[src/inc/iomap_pkg.sv]
/*
  Constants for the I/O space remap decoder: configuration register
  location and layout, unlock sequence values, and peripheral windows.
  Assumes a 16-bit I/O byte address from the processor core.
*/
package iomap_pkg;

  // ****************************************************************
  // Configuration register
  // ****************************************************************
  localparam int IO_ADDR_W = 16;
  localparam logic [15:0] CFG_ADDR = 16'h0022;
  localparam logic [15:0] CFG_ADDR_HI = 16'h0023;
  localparam logic [15:0] CFG_RESET = 16'h0000;
  localparam int ESE_BIT = 15;
  localparam int TIMER_REMAP_BIT = 0;
  localparam int DMA_REMAP_BIT = 2;
  localparam int MINTC_REMAP_BIT = 3;
  localparam int SINTC_REMAP_BIT = 4;
  localparam int SERIAL0_REMAP_BIT = 5;
  localparam int SERIAL1_REMAP_BIT = 6;
  localparam logic [15:0] REMAP_MASK = 16'h007D;

  // ****************************************************************
  // Unlock sequence values
  // ****************************************************************
  localparam logic [7:0] UNLOCK_B1 = 8'h00;
  localparam logic [7:0] UNLOCK_B2 = 8'h80;
  localparam logic [15:0] UNLOCK_W3 = 16'h0080;

  // ****************************************************************
  // Address spaces and peripheral windows
  // ****************************************************************
  localparam logic [3:0] EXP_SLOT = 4'hF;
  localparam int NPER = 6;
  localparam int NWIN = 7;
  localparam int PER_TIMER = 0;
  localparam int PER_DMA = 1;
  localparam int PER_MINTC = 2;
  localparam int PER_SINTC = 3;
  localparam int PER_SERIAL0 = 4;
  localparam int PER_SERIAL1 = 5;
  // Window 6 is the DMA page block, owned by the DMA unit
  localparam logic [15:0] EXP_LO [0:NWIN-1] = '{16'hF040, 16'hF000,
    16'hF020, 16'hF0A0, 16'hF4F8, 16'hF8F8, 16'hF080};
  localparam logic [15:0] EXP_HI [0:NWIN-1] = '{16'hF05F, 16'hF01F,
    16'hF03F, 16'hF0BF, 16'hF4FF, 16'hF8FF, 16'hF09F};
  localparam logic [15:0] LEG_LO [0:NWIN-1] = '{16'h0040, 16'h0000,
    16'h0020, 16'h00A0, 16'h03F8, 16'h02F8, 16'h0080};
  localparam logic [15:0] LEG_HI [0:NWIN-1] = '{16'h005F, 16'h001F,
    16'h003F, 16'h00BF, 16'h03FF, 16'h02FF, 16'h009F};
  localparam int WIN_REMAP_BIT [0:NWIN-1] = '{TIMER_REMAP_BIT,
    DMA_REMAP_BIT, MINTC_REMAP_BIT, SINTC_REMAP_BIT,
    SERIAL0_REMAP_BIT, SERIAL1_REMAP_BIT, DMA_REMAP_BIT};
  localparam logic [6:0] PER_WIN [0:NPER-1] = '{7'h01, 7'h42, 7'h04,
    7'h08, 7'h10, 7'h20};

endpackage : iomap_pkg

[src/hdl/unlock_seq.sv]
/*
  Unlock sequence watcher: follows the three-write pattern that opens
  the expanded I/O space and pulses once when it completes.
  Assumes one-cycle request strobes from the core on the same clock.
*/
`timescale 1ns/1ns
module unlock_seq
  import iomap_pkg::*;
(
  // Clock and reset
  input wire logic mclk_in,
  input wire logic reset_in,
  // Core I/O cycle
  input wire logic io_req_in,
  input wire logic io_wr_in,
  input wire logic io_word_in,
  input wire logic [15:0] io_addr_in,
  input wire logic [15:0] io_wdata_in,
  // Sequence complete
  output logic unlock_out
);

  typedef enum logic [1:0] {IDLE, GOT_FIRST, GOT_SECOND} seq_t;

  seq_t state_r, state_nxt;
  logic unlock_r, unlock_nxt;

  // ****************************************************************
  // Step decode
  // ****************************************************************
  wire logic wr = io_req_in & io_wr_in;
  wire logic step1 = wr & ~io_word_in & (io_addr_in == CFG_ADDR_HI) &
    (io_wdata_in[15:8] == UNLOCK_B1);
  wire logic step2 = wr & ~io_word_in & (io_addr_in == CFG_ADDR) &
    (io_wdata_in[7:0] == UNLOCK_B2);
  wire logic step3 = wr & io_word_in & (io_addr_in == CFG_ADDR) &
    (io_wdata_in == UNLOCK_W3);

  // ****************************************************************
  // Sequence state
  // ****************************************************************
  // Any other access in between restarts the sequence
  always_comb begin
    state_nxt = state_r;
    unlock_nxt = 1'b0;
    if (io_req_in) begin
      unique case (state_r)
        IDLE: state_nxt = step1 ? GOT_FIRST : IDLE;
        GOT_FIRST: state_nxt = step2 ? GOT_SECOND :
          (step1 ? GOT_FIRST : IDLE);
        GOT_SECOND: begin
          unlock_nxt = step3;
          state_nxt = step1 ? GOT_FIRST : IDLE;
        end
        default: state_nxt = IDLE;
      endcase
    end
  end

  always_ff @(posedge mclk_in or posedge reset_in) begin
    if (reset_in) begin
      state_r <= IDLE;
      unlock_r <= 1'b0;
    end else begin
      state_r <= state_nxt;
      unlock_r <= unlock_nxt;
    end
  end

  assign unlock_out = unlock_r;

endmodule : unlock_seq

[src/hdl/io_space_remap_decoder.sv]
/*
  I/O space remap decoder: the address configuration register, the
  unlock sequence that opens the expanded space, and the chip-select
  decode for the legacy-compatible peripherals and the expanded slot.
  Assumes the core presents one-cycle I/O requests on mclk_in with a
  byte address; odd-address bytes travel on data bits 15:8.
*/
`timescale 1ns/1ns
module io_space_remap_decoder
  import iomap_pkg::*;
#(
  parameter int ADDR_W = IO_ADDR_W
)
(
  // Clock and reset
  input wire logic mclk_in,
  input wire logic reset_in,
  // Core I/O cycle
  input wire logic io_req_in,
  input wire logic io_wr_in,
  input wire logic io_word_in,
  input wire logic [ADDR_W-1:0] io_addr_in,
  input wire logic [15:0] io_wdata_in,
  // Answer to the core
  output logic io_ack_out,
  output logic io_cfg_hit_out,
  output logic [15:0] io_rdata_out,
  // Peripheral selects
  output logic timer_sel_out,
  output logic dma_sel_out,
  output logic master_intc_sel_out,
  output logic slave_intc_sel_out,
  output logic serial0_sel_out,
  output logic serial1_sel_out,
  output logic expanded_other_sel_out,
  output logic external_io_out,
  // Configuration state
  output logic [15:0] address_config_out
);

  // ****************************************************************
  // Elaboration check
  // ****************************************************************
  // The window tables are fixed at a 16-bit I/O space
  if (ADDR_W != IO_ADDR_W) begin : g_bad_width
    $error("io_space_remap_decoder: ADDR_W must be 16");
  end

  // The read-back word puts the enable bit on top
  if (ESE_BIT != 15) begin : g_bad_ese
    $error("io_space_remap_decoder: enable bit must be bit 15");
  end

  // Remap mask must cover exactly the six remap bits
  localparam logic [15:0] REMAP_BITS = (16'h0001 << TIMER_REMAP_BIT) |
    (16'h0001 << DMA_REMAP_BIT) |
    (16'h0001 << MINTC_REMAP_BIT) |
    (16'h0001 << SINTC_REMAP_BIT) |
    (16'h0001 << SERIAL0_REMAP_BIT) |
    (16'h0001 << SERIAL1_REMAP_BIT);
  if (REMAP_BITS != REMAP_MASK) begin : g_bad_mask
    $error("io_space_remap_decoder: remap mask mismatch");
  end

  // Tables must keep legacy and expanded slots aligned
  for (genvar c = 0; c < NWIN; c++) begin : g_tbl_chk
    localparam int LOW_W = (c == PER_SERIAL0 || c == PER_SERIAL1) ?
      8 : 10;
    if (EXP_LO[c][LOW_W-1:0] != LEG_LO[c][LOW_W-1:0]) begin : g_bad_lo
      $error("io_space_remap_decoder: window low bits differ");
    end
    if (EXP_HI[c][LOW_W-1:0] != LEG_HI[c][LOW_W-1:0]) begin : g_bad_hi
      $error("io_space_remap_decoder: window high bits differ");
    end
    if (EXP_LO[c][15:12] != EXP_SLOT) begin : g_bad_slot
      $error("io_space_remap_decoder: window outside expanded slot");
    end
  end

  // ****************************************************************
  // Declarations
  // ****************************************************************
  logic expanded_space_enable_r;
  logic expanded_space_enable_nxt;
  logic [15:0] remap_r;
  logic [15:0] remap_nxt;
  logic unlock_pulse;
  logic [NWIN-1:0] leg_hit;
  logic [NWIN-1:0] exp_hit;
  logic [NPER-1:0] per_hit;
  logic ack_r;
  logic cfg_hit_r;
  logic [15:0] rdata_r;
  logic [NPER-1:0] sel_r;
  logic exp_other_r;
  logic external_r;
  logic [15:0] cfg_word;

  // ****************************************************************
  // Window match
  // ****************************************************************
  function automatic logic in_window(input logic [15:0] addr,
                                     input logic [15:0] lo,
                                     input logic [15:0] hi);
    in_window = (addr >= lo) && (addr <= hi);
  endfunction : in_window

  // ****************************************************************
  // Unlock sequence
  // ****************************************************************
  // Interrupts must be masked by software so nothing breaks
  unlock_seq u_unlock (
    .mclk_in(mclk_in),
    .reset_in(reset_in),
    .io_req_in(io_req_in),
    .io_wr_in(io_wr_in),
    .io_word_in(io_word_in),
    .io_addr_in(io_addr_in),
    .io_wdata_in(io_wdata_in),
    .unlock_out(unlock_pulse)
  );

  // ****************************************************************
  // Configuration register decode
  // ****************************************************************
  wire logic wr = io_req_in & io_wr_in;
  wire logic rd = io_req_in & ~io_wr_in;
  wire logic [9:0] low10 = io_addr_in[9:0];
  wire logic upper_zero = (io_addr_in[15:10] == 6'h00);
  // Only A9:0 matter while the expanded space is closed
  wire logic cfg_sel_leg = (low10[9:1] == CFG_ADDR[9:1]);
  // Full decode once the expanded space is open
  wire logic cfg_sel_full = (io_addr_in[15:1] == CFG_ADDR[15:1]);
  // Reachable at 22H in every mapping state
  wire logic cfg_sel = expanded_space_enable_r ? cfg_sel_full :
    cfg_sel_leg;
  // Lanes are split so a byte to 23H can never touch the remap bits
  wire logic cfg_lo_lane = cfg_sel & (io_word_in | ~io_addr_in[0]);
  wire logic cfg_hi_lane = cfg_sel & (io_word_in | io_addr_in[0]);
  wire logic byte_hi_zero = wr & cfg_hi_lane & ~io_word_in &
    (io_wdata_in[15:8] == UNLOCK_B1);
  // Writes only land while the space is open
  wire logic cfg_wr_lo = wr & cfg_lo_lane & expanded_space_enable_r;
  wire logic cfg_wr_hi = wr & cfg_hi_lane & expanded_space_enable_r;

  // Enable bit: completed unlock wins over any clear
  always_comb begin
    expanded_space_enable_nxt = expanded_space_enable_r;
    if (unlock_pulse) begin
      expanded_space_enable_nxt = 1'b1;
    end else if (byte_hi_zero) begin
      expanded_space_enable_nxt = 1'b0;
    end else if (cfg_wr_hi) begin
      expanded_space_enable_nxt = io_wdata_in[ESE_BIT];
    end
  end

  // Remap bits keep their value when the enable drops
  always_comb begin
    remap_nxt = remap_r;
    if (cfg_wr_lo) begin
      remap_nxt = io_wdata_in & REMAP_MASK;
    end
  end

  always_ff @(posedge mclk_in or posedge reset_in) begin
    if (reset_in) begin
      expanded_space_enable_r <= CFG_RESET[ESE_BIT];
    end else begin
      expanded_space_enable_r <= expanded_space_enable_nxt;
    end
  end

  always_ff @(posedge mclk_in or posedge reset_in) begin
    if (reset_in) begin
      remap_r <= CFG_RESET & REMAP_MASK;
    end else begin
      remap_r <= remap_nxt;
    end
  end

  // Enable bit reads back in bit 15
  assign cfg_word = {expanded_space_enable_r, remap_r[14:0]};

  // ****************************************************************
  // Remap bits by peripheral
  // ****************************************************************
  wire logic timer_remap = remap_r[TIMER_REMAP_BIT];
  wire logic dma_remap = remap_r[DMA_REMAP_BIT];
  wire logic master_intc_remap = remap_r[MINTC_REMAP_BIT];
  wire logic slave_intc_remap = remap_r[SINTC_REMAP_BIT];
  wire logic serial0_remap = remap_r[SERIAL0_REMAP_BIT];
  wire logic serial1_remap = remap_r[SERIAL1_REMAP_BIT];
  // The DMA page block follows the DMA bit, so both move together
  wire logic [NWIN-1:0] win_remap = {dma_remap, serial1_remap,
    serial0_remap, slave_intc_remap, master_intc_remap, dma_remap,
    timer_remap};

  // ****************************************************************
  // Peripheral window decode
  // ****************************************************************
  // Window tables are constants; UART slots move with their remap bits like the rest
  // Low 10 bits (8 for the UARTs) agree between spaces
  for (genvar w = 0; w < NWIN; w++) begin : g_win
    // Legacy slot: A9:0 only when closed, A15:10 zero when open
    assign leg_hit[w] = in_window({6'h00, low10}, LEG_LO[w], LEG_HI[w])
      & (~expanded_space_enable_r | upper_zero)
      & ~win_remap[w]
      & ~cfg_sel;
    // Expanded slot answers only while the space is open
    assign exp_hit[w] = expanded_space_enable_r &
      in_window(io_addr_in, EXP_LO[w], EXP_HI[w]);
  end

  // Each remap bit picks its own peripheral
  for (genvar p = 0; p < NPER; p++) begin : g_per
    assign per_hit[p] = |((leg_hit | exp_hit) & PER_WIN[p]);
  end

  // Rest of the expanded slot belongs to on-chip units
  wire logic exp_other = expanded_space_enable_r &
    (io_addr_in[15:12] == EXP_SLOT) & ~|exp_hit;
  // Unclaimed cycles go to the external bus
  wire logic external = ~cfg_sel & ~|per_hit & ~exp_other;
  wire logic [15:0] rdata_nxt = (rd & cfg_sel) ? cfg_word : 16'h0000;

  // ****************************************************************
  // Answer registers
  // ****************************************************************
  // One cycle of latency keeps every output straight from a flop
  always_ff @(posedge mclk_in or posedge reset_in) begin
    if (reset_in) begin
      ack_r <= 1'b0;
      cfg_hit_r <= 1'b0;
    end else begin
      ack_r <= io_req_in;
      cfg_hit_r <= io_req_in & cfg_sel;
    end
  end

  // Idle cycles read as zero so no stale word lingers on the bus
  always_ff @(posedge mclk_in or posedge reset_in) begin
    if (reset_in) begin
      rdata_r <= 16'h0000;
    end else begin
      rdata_r <= rdata_nxt;
    end
  end

  always_ff @(posedge mclk_in or posedge reset_in) begin
    if (reset_in) begin
      sel_r <= '0;
    end else begin
      sel_r <= io_req_in ? per_hit : '0;
    end
  end

  always_ff @(posedge mclk_in or posedge reset_in) begin
    if (reset_in) begin
      exp_other_r <= 1'b0;
      external_r <= 1'b0;
    end else begin
      exp_other_r <= io_req_in & exp_other;
      external_r <= io_req_in & external;
    end
  end

  // ****************************************************************
  // Outputs
  // ****************************************************************
  assign io_ack_out = ack_r;
  assign io_cfg_hit_out = cfg_hit_r;
  assign io_rdata_out = rdata_r;
  assign timer_sel_out = sel_r[PER_TIMER];
  assign dma_sel_out = sel_r[PER_DMA];
  assign master_intc_sel_out = sel_r[PER_MINTC];
  assign slave_intc_sel_out = sel_r[PER_SINTC];
  assign serial0_sel_out = sel_r[PER_SERIAL0];
  assign serial1_sel_out = sel_r[PER_SERIAL1];
  assign expanded_other_sel_out = exp_other_r;
  assign external_io_out = external_r;
  assign address_config_out = cfg_word;

endmodule : io_space_remap_decoder

[config.mk]
export PLATFORM = sky130hd
export DESIGN_NAME = io_space_remap_decoder
export DESIGN_NICKNAME = d
export VERILOG_FILES = /design/src/inc/iomap_pkg.sv /design/src/hdl/unlock_seq.sv /design/src/hdl/io_space_remap_decoder.sv
export SDC_FILE = /design/constraint.sdc
export NUM_CORES = 1
export LEC_CHECK = 0
export BUFFER_PORTS_ARGS = -buffer_cell sky130_fd_sc_hd__buf_2
export CORE_UTILIZATION = 49
export DETAILED_ROUTE_END_ITERATION = 16
export GPL_TIMING_DRIVEN = 1
export PLACE_DENSITY_LB_ADDON = 0.25
export SLEW_MARGIN = 15
export SYNTH_ARGS = -nofsm -noshare
export SYNTH_HDL_FRONTEND = slang
export SYNTH_HIERARCHICAL = 1
export SYNTH_SLANG_ARGS = --single-unit
[constraint.sdc]
create_clock -name mclk_in -period 5.3 [get_ports mclk_in]
set_clock_uncertainty 0.1 [all_clocks]
set_input_delay 0.53 -clock mclk_in [delete_from_list [all_inputs] [get_ports mclk_in]]
set_output_delay 0.53 -clock mclk_in [all_outputs]
set_load 0.1 [all_outputs]
# [Word-level counts from Yosys, hierarchy flattened]
# Index checks and enable logic that the tools add are counted.
[classes] magnitude_cmp=26 eq_ne=9 muxes=11 n_bitwise=70 reduce_logical=22
[op_table] cell="$ge 16x16->1 const B" count=7
[op_table] cell="$le 16x16->1 const B" count=7
[op_table] cell="$and 1x1->1" count=54
[op_table] cell="$eq 16x6->1 const B" count=2
[op_table] cell="$ge 10x10->1 const B" count=2
[op_table] cell="$ge 10x8->1 const B" count=2
[op_table] cell="$le 10x8->1 const B" count=2
[op_table] cell="$eq 16x8->1 const B" count=1
[op_table] cell="$mux 16" count=1
[op_table] cell="$eq 15x5->1 const B" count=1
[op_table] cell="$reduce_or 7->1" count=2
[op_table] cell="$logic_and 1x1->1" count=12
[op_table] cell="$not 1->1" count=12
[op_table] cell="$ge 10x6->1 const B" count=1
[op_table] cell="$ge 10x7->1 const B" count=1
[op_table] cell="$le 10x10->1 const B" count=1
[op_table] cell="$le 10x5->1 const B" count=1
[op_table] cell="$le 10x6->1 const B" count=1
[op_table] cell="$le 10x7->1 const B" count=1
[op_table] cell="$eq 9x5->1 const B" count=1
[op_table] cell="$eq 8x8->1 const B" count=1
[op_table] cell="$logic_not 8->1" count=1
[op_table] cell="$mux 1" count=7
[op_table] cell="$or 7x7->7" count=1
[op_table] cell="12 further kinds" count=16
[totals] ff_bits=36 inputBits=37 output_inout_bits=42 word_cells=148

# [Logic depth before layout (Yosys ltp)]
[depth] ltp_word=11 ltp_mapped=6 mapped_depth_nobuf=5

# [By module]
# The synthesis kept the hierarchy.
[modules_own_cells] mod="io_space_remap_decoder" instances=1 cells_each=130 area_each_um2=1338.8
[modules_own_cells] mod="unlock_seq" instances=1 cells_each=32 area_each_um2=294.0

# [Worst setup path before layout]
# OpenSTA, ideal clock, no wires.
[synth_timing] kind="input-to-reg" start="input port io_addr_in[8]" end="register remap_r[3]" arrival_time_ns=2.142 required_ns=5.073 path_slack_ns=2.932 stages=6 path_cell_list="buf_6 > or4_4 > o32a_2 > nor3_4 > o2111a_4 > mux2_4"
[synth_via] elab_chain_len=5 elab_cells_between_ends=6
[synth_lines] element="from (decl)" line="io_space_remap_decoder.sv:22" source="input wire logic [ADDR_W-1:0] io_addr_in,"
[synth_lines] element="$eq 15x5->1 / $eq 9x5->1 (equally long branches)" line="io_space_remap_decoder.sv:133, io_space_remap_decoder.sv:131"
[synth_lines] element="$mux 1 (*)" line="io_space_remap_decoder.sv:135" source="wire logic cfg_sel = expanded_space_enable_r ? cfg_sel_full :"
[synth_lines] element="$and 1x1->1 (*)" line="io_space_remap_decoder.sv:138" source="wire logic cfg_lo_lane = cfg_sel & (io_word_in | ~io_addr_in[0]);"
[synth_lines] element="$and 1x1->1 (*) (2 in a row)" line="io_space_remap_decoder.sv:143" source="wire logic cfg_wr_lo = wr & cfg_lo_lane & expanded_space_enable_r;"
[synth_lines] element="to (signal assigned)" line="io_space_remap_decoder.sv:176" source="remap_r <= CFG_RESET & REMAP_MASK;"
[synth_lines] element="to (signal assigned)" line="io_space_remap_decoder.sv:178" source="remap_r <= remap_nxt;"
[synth_lines] element="to (decl)" line="io_space_remap_decoder.sv:85" source="logic [15:0] remap_r;"
# Mark *: on every way between the ends. The rest lies on a longest branch, timed or not.
# A chain may end at the register's enable or synchronous reset.

# [Worst setup path in the final report]
[layout_timing] start="input port io_addr_in[10]" end="register rdata_r[3], in the netlist io_rdata_out[3]"
[layout_via] elab_chain_len=4
[layout_lines] element="$eq 15x5->1" line="io_space_remap_decoder.sv:133" source="wire logic cfg_sel_full = (io_addr_in[15:1] == CFG_ADDR[15:1]);"
[layout_lines] element="$mux 1" line="io_space_remap_decoder.sv:135"
[layout_lines] element="$and 1x1->1" line="io_space_remap_decoder.sv:225" source="wire logic [15:0] rdata_nxt = (rd & cfg_sel) ? cfg_word : 16'h0000;"
[layout_lines] element="$mux 16" line="io_space_remap_decoder.sv:225"
[layout_lines] element="named net rdata_nxt[3]" line="io_space_remap_decoder.sv:225"
[layout_lines] element="to (signal assigned)" line="io_space_remap_decoder.sv:246" source="rdata_r <= rdata_nxt;"
[layout_lines] element="to (decl)" line="io_space_remap_decoder.sv:93" source="logic [15:0] rdata_r;"
# The timed path passes the listed nets, and every way through them passes these cells.

==> results.toml <==
[critical_path]
timing.rr.start = "expanded_space_enable_r$_DFFE_PP0P_"
cp_max_fo = 9
startpoint_type = "primary input"
reg2reg_depth = 3
crit_type = "in -> reg"
r2r_setup_slack_ns = 3.27
cp.required_ns = 5.46
r2r_end = "io_rdata_out[3]$_DFF_PP0_"
end_kind = "register"
cp.arrival_ns = 2.42

[die]
fp.dieW_um = 59.7
start_util_pct = 52.6
ioPinCount = 79
die_area_um2 = 3570
fp.coreArea_um2 = 3100
die_y_um = 59.7
num_rows = 20

[finish]
nNetsFinal = 261
syn_to_final_growth_pct = 18.5
n_antenna_cell = 0
drive_gt1_share_pct = 34.5

[min_path]
holdCritStartpoint = "io_req_in"
hold_path_depth = 1
hold_path_class = "in -> reg"
worstHoldEndpoint = "io_ack_out$_DFF_PP0_"

[global_route]
grt_max_degree = 25
grt.total_usage_pct = 21.9
grt_pass1_wl_um = 5840
antenna_found_initial = 0
grt_pass1_vias = 1267
overflow = 0

[outcome]
outcome = "completed"

[yosys]
syn-instance-count = 162
synth_top_area_share_pct = 41.4
yosysWarnings = 6
ys_seq_area_share_pct = 41.4
yosysTopAreaCell = "dfrtp_1"
synthArstFlopShare_pct = 100
synth_ff_type = "dfrtp_1"
ys_ff_latch = 27
netlist_area_um2 = 1630
synthTopCellsByArea = "dfrtp_1, buf_4, mux2_4, and2_1, nor2_1"
synth.distinct_cells = 47
synth_edf_count = 0
avgSynthCellArea_um2 = 10.1

[placement]
post-place-ws_ns = 2.67
io_buffer_count = 60
place_congestion = 0.896
hpwlAfterDp_um = 2790

[timing]
fin_crit_sh_pct = 42.6
slew_headroom_pct = 41.4
drv_slew = 0
fin_ws_ns = 3.04
fmax_ghz = 0.442
tightest_slew_ns = 0.872
rsz0062_at_grt = "no"
final.setup.tns_ns = 0
finalSetupViolations = 0
finalCriticalPeriod_ns = 2.26
hold_violations = 0

[pwr]
vdd_drop_max_uv = 97.5
powerDensity_nw_per_um2 = 211
p_leak_nw = 1.00
p_total_mw = 0.408

[clock_tree]
cts_buffer_depth = 2
cts_tree = "done"
htreeDepth = 1
cts_inserted_buffers = 3
clkSinkCount = 27
clk_pin_slew_worst_paths_ns = 0.15
clkLatencyLatePin_ns = 0.31
cts_root_buffer = "clkbuf_4"
post_cts_resized = 0

[routing]
viasPerCell = 5.31
vias = 1417
routed_wl_um = 3510
routedWlPerCell_um = 13.1
ant_nets = 0
remaining_drc_errors = 0
drt_iter0_markers = 51
firstDrtPassIters = 4

[job]
maxCapViolCount = 0
## logic make-up after synthesis
group	synth area share (%)
and+or+nand+nor	32.6
DFF	41.4
muxes	5.52
other	0.230
AOI/OAI and AO/OA	9.73
buffers and inverters	10.6
## routing by layer
metal	global-route usage, %	part of all wire (%)	vias to the layer above
met5	0	0	-
met4	2.99	0.40	0
met3	3.25	5.6	2
met2	38.6	50	63
met1	29.0	44	660
li1	-	-	692
## cells in the final DEF, fill, tap and decap left out, types with 3 or more instances in the layout
cell type	synthesis	routed
and2_1	9	9
nand3_1	7	7
nand4_1	5	5
nor3b_1	3	3
nor2_1	13	13
or4_1	3	3
nor3_1	9	9
inv_1	4	4
nor4bb_1	3	3
buf_2	0	60
conb_1	1	18
o21ai_0	5	5
and3_1	4	4
nand2_1	4	4
clkbuf_4	0	3
nor4_1	3	3
dfrtp_1	27	27
mux2_4	6	6
## Yosys cell counts, types with 2 or more instances
cell / n
and3_1: 4
nor4bb_1: 3
nor3_4: 2
nand4b_1: 2
o21ai_0: 5
nand2b_1: 2
or4_4: 2
nor3_1: 9
buf_4: 19
nor4_1: 3
nand2_1: 4
or4_1: 3
nor3b_1: 3
nand4_1: 5
mux2_4: 6
dfrtp_1: 27
a21oi_1: 2
inv_1: 4
and2_1: 9
o31ai_1: 2
nand3_1: 7
nor2_1: 13
a31oi_1: 2
## metrics by stage
stage | hold slack, ns | utilization [%] | cell area [um^2] | std cells
2_1_floorplan | 0.184 | - | 1700 | 179
3_3_place_gp | 0.311 | 61.0 | 1890 | 262
3_5_place_dp | 0.312 | 61.0 | 1890 | 262
4_1_cts | 0.330 | 62.3 | 1930 | 267
5_1_grt | 0.329 | 62.3 | 1930 | 267
6_report | 0.338 | 62.3 | 1930 | 267
## area by class of cell
cell class	instances	area [um^2]
inverter	4	15.0
multi-input combinational	127	848
fill	284	1170
timing repair buffer	61	310
sequential	27	676
clock inverter	1	7.51
clock buffer	3	22.5
tap	44	55.1
## worst max-delay path by stage
stage                    from  slack [ns]  depth (start not counted)                         to
6_report       io_addr_in[10]        3.04                          5  io_rdata_out[3]$_DFF_PP0_
5_1_grt        io_addr_in[10]        2.98                          5  io_rdata_out[3]$_DFF_PP0_
4_1_cts        io_addr_in[10]        3.03                          5  io_rdata_out[3]$_DFF_PP0_
3_5_place_dp   io_addr_in[10]        2.67                          5  io_rdata_out[3]$_DFF_PP0_
3_3_place_gp   io_addr_in[10]        2.76                          6     remap_r[0]$_DFFE_PP0P_
2_1_floorplan   io_addr_in[8]        2.93                          6     remap_r[3]$_DFFE_PP0P_
## worst max-delay path, cell delays in order
cell and delay (ns):
buf_2 0.15, or4_1 0.55, o32a_2 0.28, nor4_1 0.68
and2_1 0.23
## what timing repair did
item                                   CTS  global route
endpoints found under the hold margin    3             0
buffers inserted                         0             0
hold buffers                             1             0
## flip-flops by register name, indices dropped and copies added (netlist names)
signal / count
external_io_out: 1
remap_r: 6
expanded_space_enable_r: 1
u_unlock/state_r: 2
u_unlock/unlock_out: 1
expanded_other_sel_out: 1
io_ack_out: 1
sel_r: 6
io_cfg_hit_out: 1
io_rdata_out: 7
## power breakdown
part | total [mW] | switching, mW | internal [mW]
Clock | 0.0873 | 0.0585 | 0.0287
Sequential | 0.208 | 0.000229 | 0.207
Combinational | 0.113 | 0.0935 | 0.0196
Power figures use the tool's default switching activity.
